==> config.mk <==
export PLATFORM = sky130hd
export DESIGN_NAME = sdes_top
export DESIGN_NICKNAME = d
export VERILOG_FILES = /design/src/rtl/sdes_pkg.sv /design/src/rtl/sdes_slot_if.sv /design/src/rtl/sdes_slot.sv /design/src/rtl/sdes_top.sv
export VERILOG_INCLUDE_DIRS = /design/src /design/src/rtl
export SDC_FILE = /design/constraint.sdc
export NUM_CORES = 1
export LEC_CHECK = 0
export BUFFER_PORTS_ARGS = -buffer_cell sky130_fd_sc_hd__buf_2
export CORE_ASPECT_RATIO = 0.9
export CORE_UTILIZATION = 44
export DETAILED_ROUTE_END_ITERATION = 16
export HOLD_SLACK_MARGIN = 0.1
export PLACE_DENSITY = 0.94
export RECOVER_POWER = 25
export SYNTH_ARGS = -nofsm -noshare
export SYNTH_HDL_FRONTEND = slang
export SYNTH_SLANG_ARGS = --single-unit
==> constraint.sdc <==
create_clock -name clk_sys_i -period 2.8 [get_ports clk_sys_i]
set_input_delay 0.56 -clock clk_sys_i [delete_from_list [all_inputs] [get_ports clk_sys_i]]
set_output_delay 0.56 -clock clk_sys_i [all_outputs]
set_load 0.02 [all_outputs]
==> src/rtl/sdes_regs.svh <==
`ifndef SDES_REGS_SVH
`define SDES_REGS_SVH

// ----------------------------------------------------------------
// Register numbers on the management interface
// ----------------------------------------------------------------
`define SDES_ADDR_W          16
`define SDES_ADDR_MASK       16'h1C20
`define SDES_ADDR_PEND       16'h1C21

// ----------------------------------------------------------------
// Pending register field positions
// ----------------------------------------------------------------
`define SDES_B_REASON_MSB    13
`define SDES_B_REASON_LSB    10
`define SDES_B_PORT_MSB      9
`define SDES_B_PORT_LSB      8
`define SDES_B_VALID_BIT     7
`define SDES_A_REASON_MSB    6
`define SDES_A_REASON_LSB    3
`define SDES_A_PORT_MSB      2
`define SDES_A_PORT_LSB      1
`define SDES_A_VALID_BIT     0

// ----------------------------------------------------------------
// Mask register field, reset values and reserved port code
// ----------------------------------------------------------------
`define SDES_MASK_BIT        0
`define SDES_MASK_RESET      1'h1
`define SDES_PORT_RESERVED   2'h3
`define SDES_DATA_ZERO       32'h0000_0000

`endif

==> src/rtl/sdes_pkg.sv <==
package sdes_pkg;

  // ----------------------------------------------------------------
  // Drop reason codes
  // ----------------------------------------------------------------
  typedef enum logic [3:0] {
    SDES_RSN_BCAST_LEVEL = 4'h0,  // Unknown/broadcast, level exceeded
    SDES_RSN_RED         = 4'h1,  // Drop on red
    SDES_RSN_NO_BUF      = 4'h2,  // No free buffers
    SDES_RSN_NO_DESC     = 4'h3,  // No free descriptors
    SDES_RSN_NO_DEST     = 4'h4,  // Unknown/broadcast, no destination
    SDES_RSN_RX_ERR      = 4'h5,  // Receive error, longer than 64 bytes
    SDES_RSN_DROP_LEVEL  = 4'h6,  // Buffer drop level exceeded
    SDES_RSN_YELLOW      = 4'h9   // Random yellow discard
  } sdes_reason_t;

  // ----------------------------------------------------------------
  // Source port codes
  // ----------------------------------------------------------------
  typedef enum logic [1:0] {
    SDES_PORT_0 = 2'h0,
    SDES_PORT_1 = 2'h1,
    SDES_PORT_2 = 2'h2
  } sdes_port_t;

  // ----------------------------------------------------------------
  // Legal reason code check
  // ----------------------------------------------------------------
  function automatic logic sdes_reason_legal(input logic [3:0] code);
    logic ok;
    ok = 1'b0;
    case (code)
      SDES_RSN_BCAST_LEVEL,
      SDES_RSN_RED,
      SDES_RSN_NO_BUF,
      SDES_RSN_NO_DESC,
      SDES_RSN_NO_DEST,
      SDES_RSN_RX_ERR,
      SDES_RSN_DROP_LEVEL,
      SDES_RSN_YELLOW: ok = 1'b1;
      default:         ok = 1'b0;
    endcase
    return ok;
  endfunction

endpackage

==> src/rtl/sdes_slot_if.sv <==
// ----------------------------------------------------------------
// Link between the status logic and one capture slot
// ----------------------------------------------------------------
interface sdes_slot_if;
  logic       load;       // Capture the offered drop this cycle
  logic       clear;      // Read clears the slot
  logic [3:0] reason_in;  // Offered reason code
  logic [1:0] port_in;    // Offered source port
  logic       valid;      // Slot holds a drop
  logic [3:0] reason;     // Held reason code
  logic [1:0] port;       // Held source port

  // Controlling side
  modport ctrl (
    output load, clear, reason_in, port_in,
    input  valid, reason, port
  );

  // Slot side
  modport slot (
    input  load, clear, reason_in, port_in,
    output valid, reason, port
  );
endinterface

==> src/rtl/sdes_slot.sv <==
// ----------------------------------------------------------------
// One capture slot: reason, port and valid flag
// ----------------------------------------------------------------
module sdes_slot (
  // Clock and reset
  input  wire logic  clk_sys_i,
  input  wire logic  arst_n_i,
  // Control and held contents
  sdes_slot_if.slot  sl
);

  logic       valid;        // Slot occupied
  logic [3:0] reason;       // Held reason
  logic [1:0] port;         // Held port
  logic       next_valid;
  logic [3:0] next_reason;
  logic [1:0] next_port;

  // Next state: a capture wins over a clear in the same cycle
  always_comb begin
    next_valid  = valid;
    next_reason = reason;
    next_port   = port;
    if (sl.load) begin
      next_valid  = 1'b1;
      next_reason = sl.reason_in;
      next_port   = sl.port_in;
    end else if (sl.clear) begin
      next_valid  = 1'b0;
      next_reason = '0;
      next_port   = '0;
    end
  end

  // Slot registers
  always_ff @(posedge clk_sys_i or negedge arst_n_i) begin
    if (!arst_n_i) begin
      valid  <= 1'b0;
      reason <= '0;
      port   <= '0;
    end else begin
      valid  <= next_valid;
      reason <= next_reason;
      port   <= next_port;
    end
  end

  assign sl.valid  = valid;
  assign sl.reason = reason;
  assign sl.port   = port;

endmodule

==> src/rtl/sdes_top.sv <==
`include "sdes_regs.svh"

// ----------------------------------------------------------------
// Drop event status with two capture slots and a global mask
// ----------------------------------------------------------------
module sdes_top (
  // Clock and reset
  input  wire logic                    clk_sys_i,
  input  wire logic                    arst_n_i,
  // Drop reports from the buffer manager
  input  wire logic                    drop_valid_i,
  input  wire logic [3:0]              drop_reason_i,
  input  wire logic [1:0]              drop_port_i,
  // Management register port
  input  wire logic [`SDES_ADDR_W-1:0] reg_addr_i,
  input  wire logic                    reg_rd_i,
  input  wire logic                    reg_wr_i,
  input  wire logic [31:0]             reg_wdata_i,
  output logic      [31:0]             reg_rdata_o,
  output logic                         reg_ack_o,
  // Interrupt to the system
  output logic                         irq_o
);

  // ----------------------------------------------------------------
  // Slot links
  // ----------------------------------------------------------------
  sdes_slot_if slot_a ();  // First capture slot
  sdes_slot_if slot_b ();  // Second capture slot

  // ----------------------------------------------------------------
  // Decode and event qualification
  // ----------------------------------------------------------------
  logic event_ok;   // Drop report with legal code and port
  logic hit_pend;   // Access to the pending register
  logic hit_mask;   // Access to the mask register
  logic rd_pend;    // Clear-on-read of the pending register

  // Reserved reason codes and port 11 are never captured
  assign event_ok = drop_valid_i
                 && sdes_pkg::sdes_reason_legal(drop_reason_i)
                 && (drop_port_i != `SDES_PORT_RESERVED);

  // Register decode
  always_comb begin
    hit_pend = 1'b0;
    hit_mask = 1'b0;
    if (reg_addr_i == `SDES_ADDR_PEND) begin
      hit_pend = 1'b1;
    end else if (reg_addr_i == `SDES_ADDR_MASK) begin
      hit_mask = 1'b1;
    end
  end

  assign rd_pend = reg_rd_i && hit_pend;

  // ----------------------------------------------------------------
  // Slot fill policy
  // ----------------------------------------------------------------
  // Slot A takes a drop when empty or being cleared by this read,
  // slot B only when A stays full and B is empty; a third drop is lost
  always_comb begin
    slot_a.reason_in = drop_reason_i;
    slot_a.port_in   = drop_port_i;
    slot_b.reason_in = drop_reason_i;
    slot_b.port_in   = drop_port_i;
    slot_a.clear     = rd_pend;
    slot_b.clear     = rd_pend;
    slot_a.load      = event_ok && (!slot_a.valid || rd_pend);
    slot_b.load      = event_ok && slot_a.valid && !rd_pend
                    && !slot_b.valid;
  end

  // ----------------------------------------------------------------
  // Capture slots
  // ----------------------------------------------------------------
  sdes_slot u_slot_a (
    .clk_sys_i (clk_sys_i),
    .arst_n_i  (arst_n_i),
    .sl        (slot_a)
  );

  sdes_slot u_slot_b (
    .clk_sys_i (clk_sys_i),
    .arst_n_i  (arst_n_i),
    .sl        (slot_b)
  );

  // ----------------------------------------------------------------
  // Pending word assembly
  // ----------------------------------------------------------------
  logic [31:0] pend_word;  // Pending register image

  // Reserved bits 31:14 read as zero
  always_comb begin
    pend_word = `SDES_DATA_ZERO;
    pend_word[`SDES_B_REASON_MSB:`SDES_B_REASON_LSB] = slot_b.reason;
    pend_word[`SDES_B_PORT_MSB:`SDES_B_PORT_LSB]     = slot_b.port;
    pend_word[`SDES_B_VALID_BIT]                     = slot_b.valid;
    pend_word[`SDES_A_REASON_MSB:`SDES_A_REASON_LSB] = slot_a.reason;
    pend_word[`SDES_A_PORT_MSB:`SDES_A_PORT_LSB]     = slot_a.port;
    pend_word[`SDES_A_VALID_BIT]                     = slot_a.valid;
  end

  // ----------------------------------------------------------------
  // Mask register
  // ----------------------------------------------------------------
  logic mask;       // Global interrupt mask
  logic next_mask;

  // Write updates the mask; it never touches captured status
  always_comb begin
    next_mask = mask;
    if (reg_wr_i && hit_mask) begin
      next_mask = reg_wdata_i[`SDES_MASK_BIT];
    end
  end

  // Mask is set out of reset so nothing escapes before setup
  always_ff @(posedge clk_sys_i or negedge arst_n_i) begin
    if (!arst_n_i) begin
      mask <= `SDES_MASK_RESET;
    end else begin
      mask <= next_mask;
    end
  end

  // ----------------------------------------------------------------
  // Register port answer and interrupt
  // ----------------------------------------------------------------
  logic [31:0] next_rdata;
  logic        next_ack;
  logic        next_irq;

  // Read data holds its value until the next read; writes only ack
  always_comb begin
    next_rdata = reg_rdata_o;
    next_ack   = reg_rd_i || reg_wr_i;
    if (reg_rd_i) begin
      if (hit_pend) begin
        next_rdata = pend_word;
      end else if (hit_mask) begin
        next_rdata = `SDES_DATA_ZERO;
        next_rdata[`SDES_MASK_BIT] = mask;
      end else begin
        next_rdata = `SDES_DATA_ZERO;
      end
    end
    // Any pending slot raises the line unless globally masked
    next_irq = (slot_a.valid || slot_b.valid) && !mask;
  end

  // Output registers
  always_ff @(posedge clk_sys_i or negedge arst_n_i) begin
    if (!arst_n_i) begin
      reg_rdata_o <= `SDES_DATA_ZERO;
      reg_ack_o   <= 1'b0;
      irq_o       <= 1'b0;
    end else begin
      reg_rdata_o <= next_rdata;
      reg_ack_o   <= next_ack;
      irq_o       <= next_irq;
    end
  end

endmodule
* After elaboration in Yosys (flattened, before gate mapping)
Memory sizes are Yosys's and may differ from the RTL's.
Cells that the tools add are included.
** Storage, ports and cells
- Flip-flop bits (word level) :: 49
- ROM bits :: 16
- Input port bits :: 59
- Output and inout port bits :: 34
- Word-level logic and storage cells :: 46
- Memories :: 1
** Operators by class
- Equality and inequality tests :: 3
- Muxes and demuxes :: 14
- Reduce and logical (&&, ||, !) cells :: 18
** Memory list
- (name not given) :: depth 16, bits a word 1, rd ports 1, clocked after memory_dff 0, write ports 0, RTL line sdes_pkg.sv:32 : case (code)
** Operators with widths (number)
- $eq A16 B13 Y1 const B :: 2
- $mux W14 :: 1
- $mux W4 :: 3
- $logic_and A1 B1 Y1 :: 9
- $mux W1 :: 7
- $mux W2 :: 3
- $logic_not A1 Y1 :: 4
- $reduce_bool A2 Y1 :: 2
- $logic_or A1 B1 Y1 :: 3
- $ne A2 B2 Y1 const B :: 1

* Logic depth before layout (Yosys ltp)
- Depth after elaboration :: 7
- Mapped depth :: 5
- Depth with buffers taken out :: 4

* Modules after synthesis
Synthesis repeated with hierarchy kept, for this count alone.
** Unflattened totals
- Cell total of the unflattened synthesis :: 109
- Area total of the unflattened synthesis :: 1435.1 um^2
** Modules (own cells, without submodules)
- sdes_top :: instances 1, cells each 75, area an instance 892.1 um^2, sequential area each 426.7 um^2
- sdes_slot :: instances 2, cells each 17, area an instance 271.5 um^2, sequential area each 175.2 um^2

* Worst setup path before layout
OpenSTA, ideal clock, no wires.
- Path kind :: input to register
- From :: input port drop_reason_i[2]
- To :: register u_slot_a.port[0] (netlist: u_slot_a.sl.port[0])
- Library setup time :: 0.122 ns
- Data arrival time :: 1.594 ns
- Required time :: 2.678 ns
- Setup slack :: 1.084 ns
- Stages :: 4
- Buffers on the path :: 0
- Cells stage by stage :: a21o_1 -> a221o_1 -> o22a_4 -> a32o_1
** Between the ends
- Cells in the longest elaborated chain, start to end :: 5
- Elaborated cells between the ends (all ways) :: 6
- Those cells by class :: 1 x mux; 4 x reduce/logical; 1 x memory
** RTL lines
- start, declared :: RTL line sdes_top.sv:12 : input wire logic [3:0] drop_reason_i,
- $mem_v2 Z16 W1 *
- $logic_and A1 B1 Y1 * :: RTL line sdes_top.sv:41 : && sdes_pkg::sdes_reason_legal(drop_reason_i)
- $logic_and A1 B1 Y1 * :: RTL line sdes_top.sv:40 : assign event_ok = drop_valid_i
- $logic_and A1 B1 Y1 * :: RTL line sdes_top.sv:69 : slot_a.load = event_ok && (!slot_a.valid || rd_pend);
- $mux W2 or $reduce_bool A2 Y1 (tied branches)
- end signal, assigned :: RTL line sdes_slot.sv:44 : port <= next_port;
- end, declared :: RTL line sdes_slot.sv:14 : logic [1:0] port;
Every way passes the cells marked *; elsewhere a longest branch is shown, timed or not.
A chain may end at the register's enable or synchronous reset.

* Final worst setup path
- From :: input port drop_reason_i[2]
- To :: register u_slot_b.port[1] (netlist: u_slot_b.sl.port[1])
** Between the ends
- Cells in the longest elaborated chain, start to end :: 7
- Elaborated cells between the ends (all ways) :: 8
- Those cells by class :: 1 x mux; 6 x reduce/logical; 1 x memory
** RTL lines
- $mem_v2 Z16 W1 *
- $logic_and A1 B1 Y1 * :: RTL line sdes_top.sv:41
- $logic_and A1 B1 Y1 * :: RTL line sdes_top.sv:40
- $logic_and A1 B1 Y1 * (2 in series) :: RTL line sdes_top.sv:70 : slot_b.load = event_ok && slot_a.valid && !rd_pend
- $logic_and A1 B1 Y1 * :: RTL line sdes_top.sv:71 : && !slot_b.valid;
- $mux W2 or $reduce_bool A2 Y1 (tied branches)
- end signal, assigned :: RTL line sdes_slot.sv:44
- end, declared :: RTL line sdes_slot.sv:14
Marked as above.

==> results.py <==
metrics = {
    "clock_network": {
        "htreeDepth": 2,
        "clockRootBuffer": "clkbuf_4",
        "cts_num_sinks": 31,
        "path_clk_slew_ns": 0.09,
        "cts-hold-fix-buffers": 0,
        "cts_tree": "built",
        "cts_setup_buffers": 0,
        "clk_latency_ns": 0.33,
        "clockBufferDepth": 2,
        "cts_buffers": 5,
        "ctsResizeCount": 0,
    },
    "timing": {
        "post-route-min-period_ns": 1.72,
        "clock_skew_ns": 0.00335,
        "relSlewSlack": -0.0610,
        "finalCritPeriodShare": 0.613,
        "setup_ws_ns": 1.08,
        "setup_tns_ns": 0,
        "whs_ns": 0.420,
        "slew_violations": 32,
        "hold_viol": 0,
        "report.final.setup_viol": 0,
        "tightest_slew_ns": 1.59,
        "rsz0062_at_grt": "false",
        "max_freq_ghz": 0.583,
    },
    "routing": {
        "drtIter0Drc": 80,
        "wl_met3_um": 172,
        "m1WireLength_mm": 1.22,
        "post_drt_wl_per_cell_um": 14.3,
        "wl_met2_mm": 1.50,
        "detail-route-antenna-nets": 0,
        "top_layer_used": "met4",
        "routed_wl_mm": 2.98,
        "num_vias": 1081,
        "drc": 0,
        "drtPass1Iterations": 4,
        "viasPerCell": 5.17,
    },
    "place": {
        "dpl.hpwl_mm": 2.16,
        "io_buffers": 43,
        "dpl_worst_slack_ns": 0.751,
        "placed_cells": 201,
        "place_congestion": 0.787,
    },
    "finish": {
        "diodes": 0,
        "syn_to_final_growth_pct": 18.2,
        "final_cells": 209,
        "fillers": 282,
        "fin_nets": 225,
        "layout-drive-gt1-share": 0.341,
    },
    "logic_synthesis": {
        "synth_area_leader_cell": "dfrtp_1",
        "synth-seq-area-share": 0.552,
        "synth_mux_area_frac": 0.0160,
        "synth-main-ff-cell": "dfrtp_1",
        "synth.most_common_cell": "dfrtp_1",
        "synth_top_family_by_area": "compound AO/OA/AOI/OAI gates",
        "yosys-top-cells-count": "dfrtp_1 (30), buf_4 (19), a22o_1 (13), a21oi_1 (7)",
        "avgSynthCellArea_um2": 11.8,
        "syn_area_um2": 1410,
        "yosysWarnings": 0,
        "synthAdderAreaFrac": 0,
        "yosys-top-cells-area": "dfrtp_1 (53%), buf_4 (10%), a22o_1 (8.1%)",
        "syn_inst": 119,
        "synth_compound_gate_area_share": 0.225,
        "synth.distinct_cells": 31,
        "synthDominantCellAreaShare": 0.534,
        "synth_xor_area_frac": 0,
        "synthArstFlopShare": 1.00,
        "synth-seq-cells": 31,
        "synth_edf_count": 0,
        "synthSimpleGateAreaFrac": 0.0899,
    },
    "global_routing": {
        "grt_remaining_overflow": 0,
        "grt_max_degree": 32,
        "grt_first_pass_wirelength_mm": 4.96,
        "grtUsageTotal": 0.207,
        "antenna_found_initial": 0,
        "first_global_vias": 1018,
    },
    "floorplan": {
        "dieArea_um2": 3430,
        "die_w_um": 61.6,
        "die_y_um": 55.6,
        "io_pins": 93,
        "start_util": 0.462,
        "core-area_um2": 3040,
        "core.rowCount": 19,
    },
    "hold_path": {
        "min_path_cells": 2,
        "hp-class": "input port to register",
    },
    "worst_setup_path": {
        "worstPathArrival_ns": 1.97,
        "critPathMaxFanout": 13,
        "cp.required_ns": 3.06,
        "worstSetupPathType": "input port to register",
        "worstSetupEndpointType": "register",
        "ff2ff_path_depth": 3,
        "startpoint_type": "input port",
    },
    "status": {
        "status": "finished with violations",
        "violations": "max-capacitance violations, max-slew violations",
    },
    "pwr": {
        "leakagePower_uw": 0.000827,
        "p_per_area_nw_per_um2": 581,
        "vdd_ir_drop_max_v": 0.000193,
    },
    "flow_run": {
        "cap_violations": 1,
    },
}
path summary, 6_finish.rpt:
check / end / startpoint / slack (ns)
worst max-delay path: u_slot_b.sl.port[1] / drop_reason_i[2] / 1.08
worst min-delay path: reg_ack_o / reg_wr_i / 0.42
worst max register to register: u_slot_b.sl.port[1] / u_slot_a.sl.valid / 1.57
worst min register to register: reg_rdata_o[0] / reg_rdata_o[0] / 0.50
max in group asynchronous: u_slot_a.sl.reason[0] / arst_n_i / 1.27
min in group asynchronous: irq_o / arst_n_i / 0.61
per-layer routing:
metal  up-vias  GRT usage
met5         -          0
met4         0      0.117
met3         7     0.0628
met2        40      0.324
met1       528      0.247
li1        506          -
through the flow:
stage | util | instance area, um^2 | power [uW]
final | 0.546 | 1660 | 966
after CTS | 0.547 | 1670 | 976
after global placement | 0.525 | 1600 | 670
after detailed placement | 0.525 | 1600 | 683
after global routing | 0.546 | 1660 | 1020
after floorplan | - | 1470 | 647
cells in the final DEF, fill, tap and decap left out, types with 2 or more instances in the layout:
cell type and count:
clkbuf_8 2, nand2b_1 2, a32o_1 6, a21oi_1 7, nand3_1 6, clkbuf_1 3
a22o_1 13, o21ai_0 6, conb_1 18, nand2_1 3, dfrtp_1 30, buf_2 41
buf_4 2, nor2_1 4, clkbuf_4 5, nor4bb_1 2
worst max-delay path, cell delays in order:
cell	delay, ns
buf_2	0.13
a21o_1	0.20
a221oi_2	0.74
nand3_1	0.17
a21oi_1	0.18
cell type report:
type | instances | area (um^2) | share of cell area
Sequential cell | 31 | 777 | 0.467
Multi-Input combinational cell | 82 | 533 | 0.321
Timing Repair Buffer | 45 | 228 | 0.137
Clock buffer | 8 | 68.8 | 0.0414
Tap cell | 42 | 52.6 | 0.0316
Inverter | 1 | 3.75 | 0.00226
power by group:
| part | switching, uW | leakage [uW] | internal (uW) |
|---|---|---|---|
| clock | 145 | 0.0000386 | 148 |
| sequential | 32.2 | 0.000396 | 507 |
| combinational | 77.2 | 0.000392 | 56.8 |
| total | 255 | 0.000827 | 711 |
kinds of logic after synthesis:
kind of cell,after synthesis
buffers and inverters,23
AO/OA/AOI/OAI,39
AND/OR/NAND/NOR,23
other,1
flip-flops,31
multiplexers,2
state kept, by name, indices dropped and copies added (netlist names):
register / cells
irq_o: 1
mask: 1
reg_ack_o: 1
reg_rdata_o: 14
u_slot_a.sl.port: 2
u_slot_a.sl.reason: 4
u_slot_a.sl.valid: 1
u_slot_b.sl.port: 2
u_slot_b.sl.reason: 4
u_slot_b.sl.valid: 1
(Power assumes the default switching activity.)
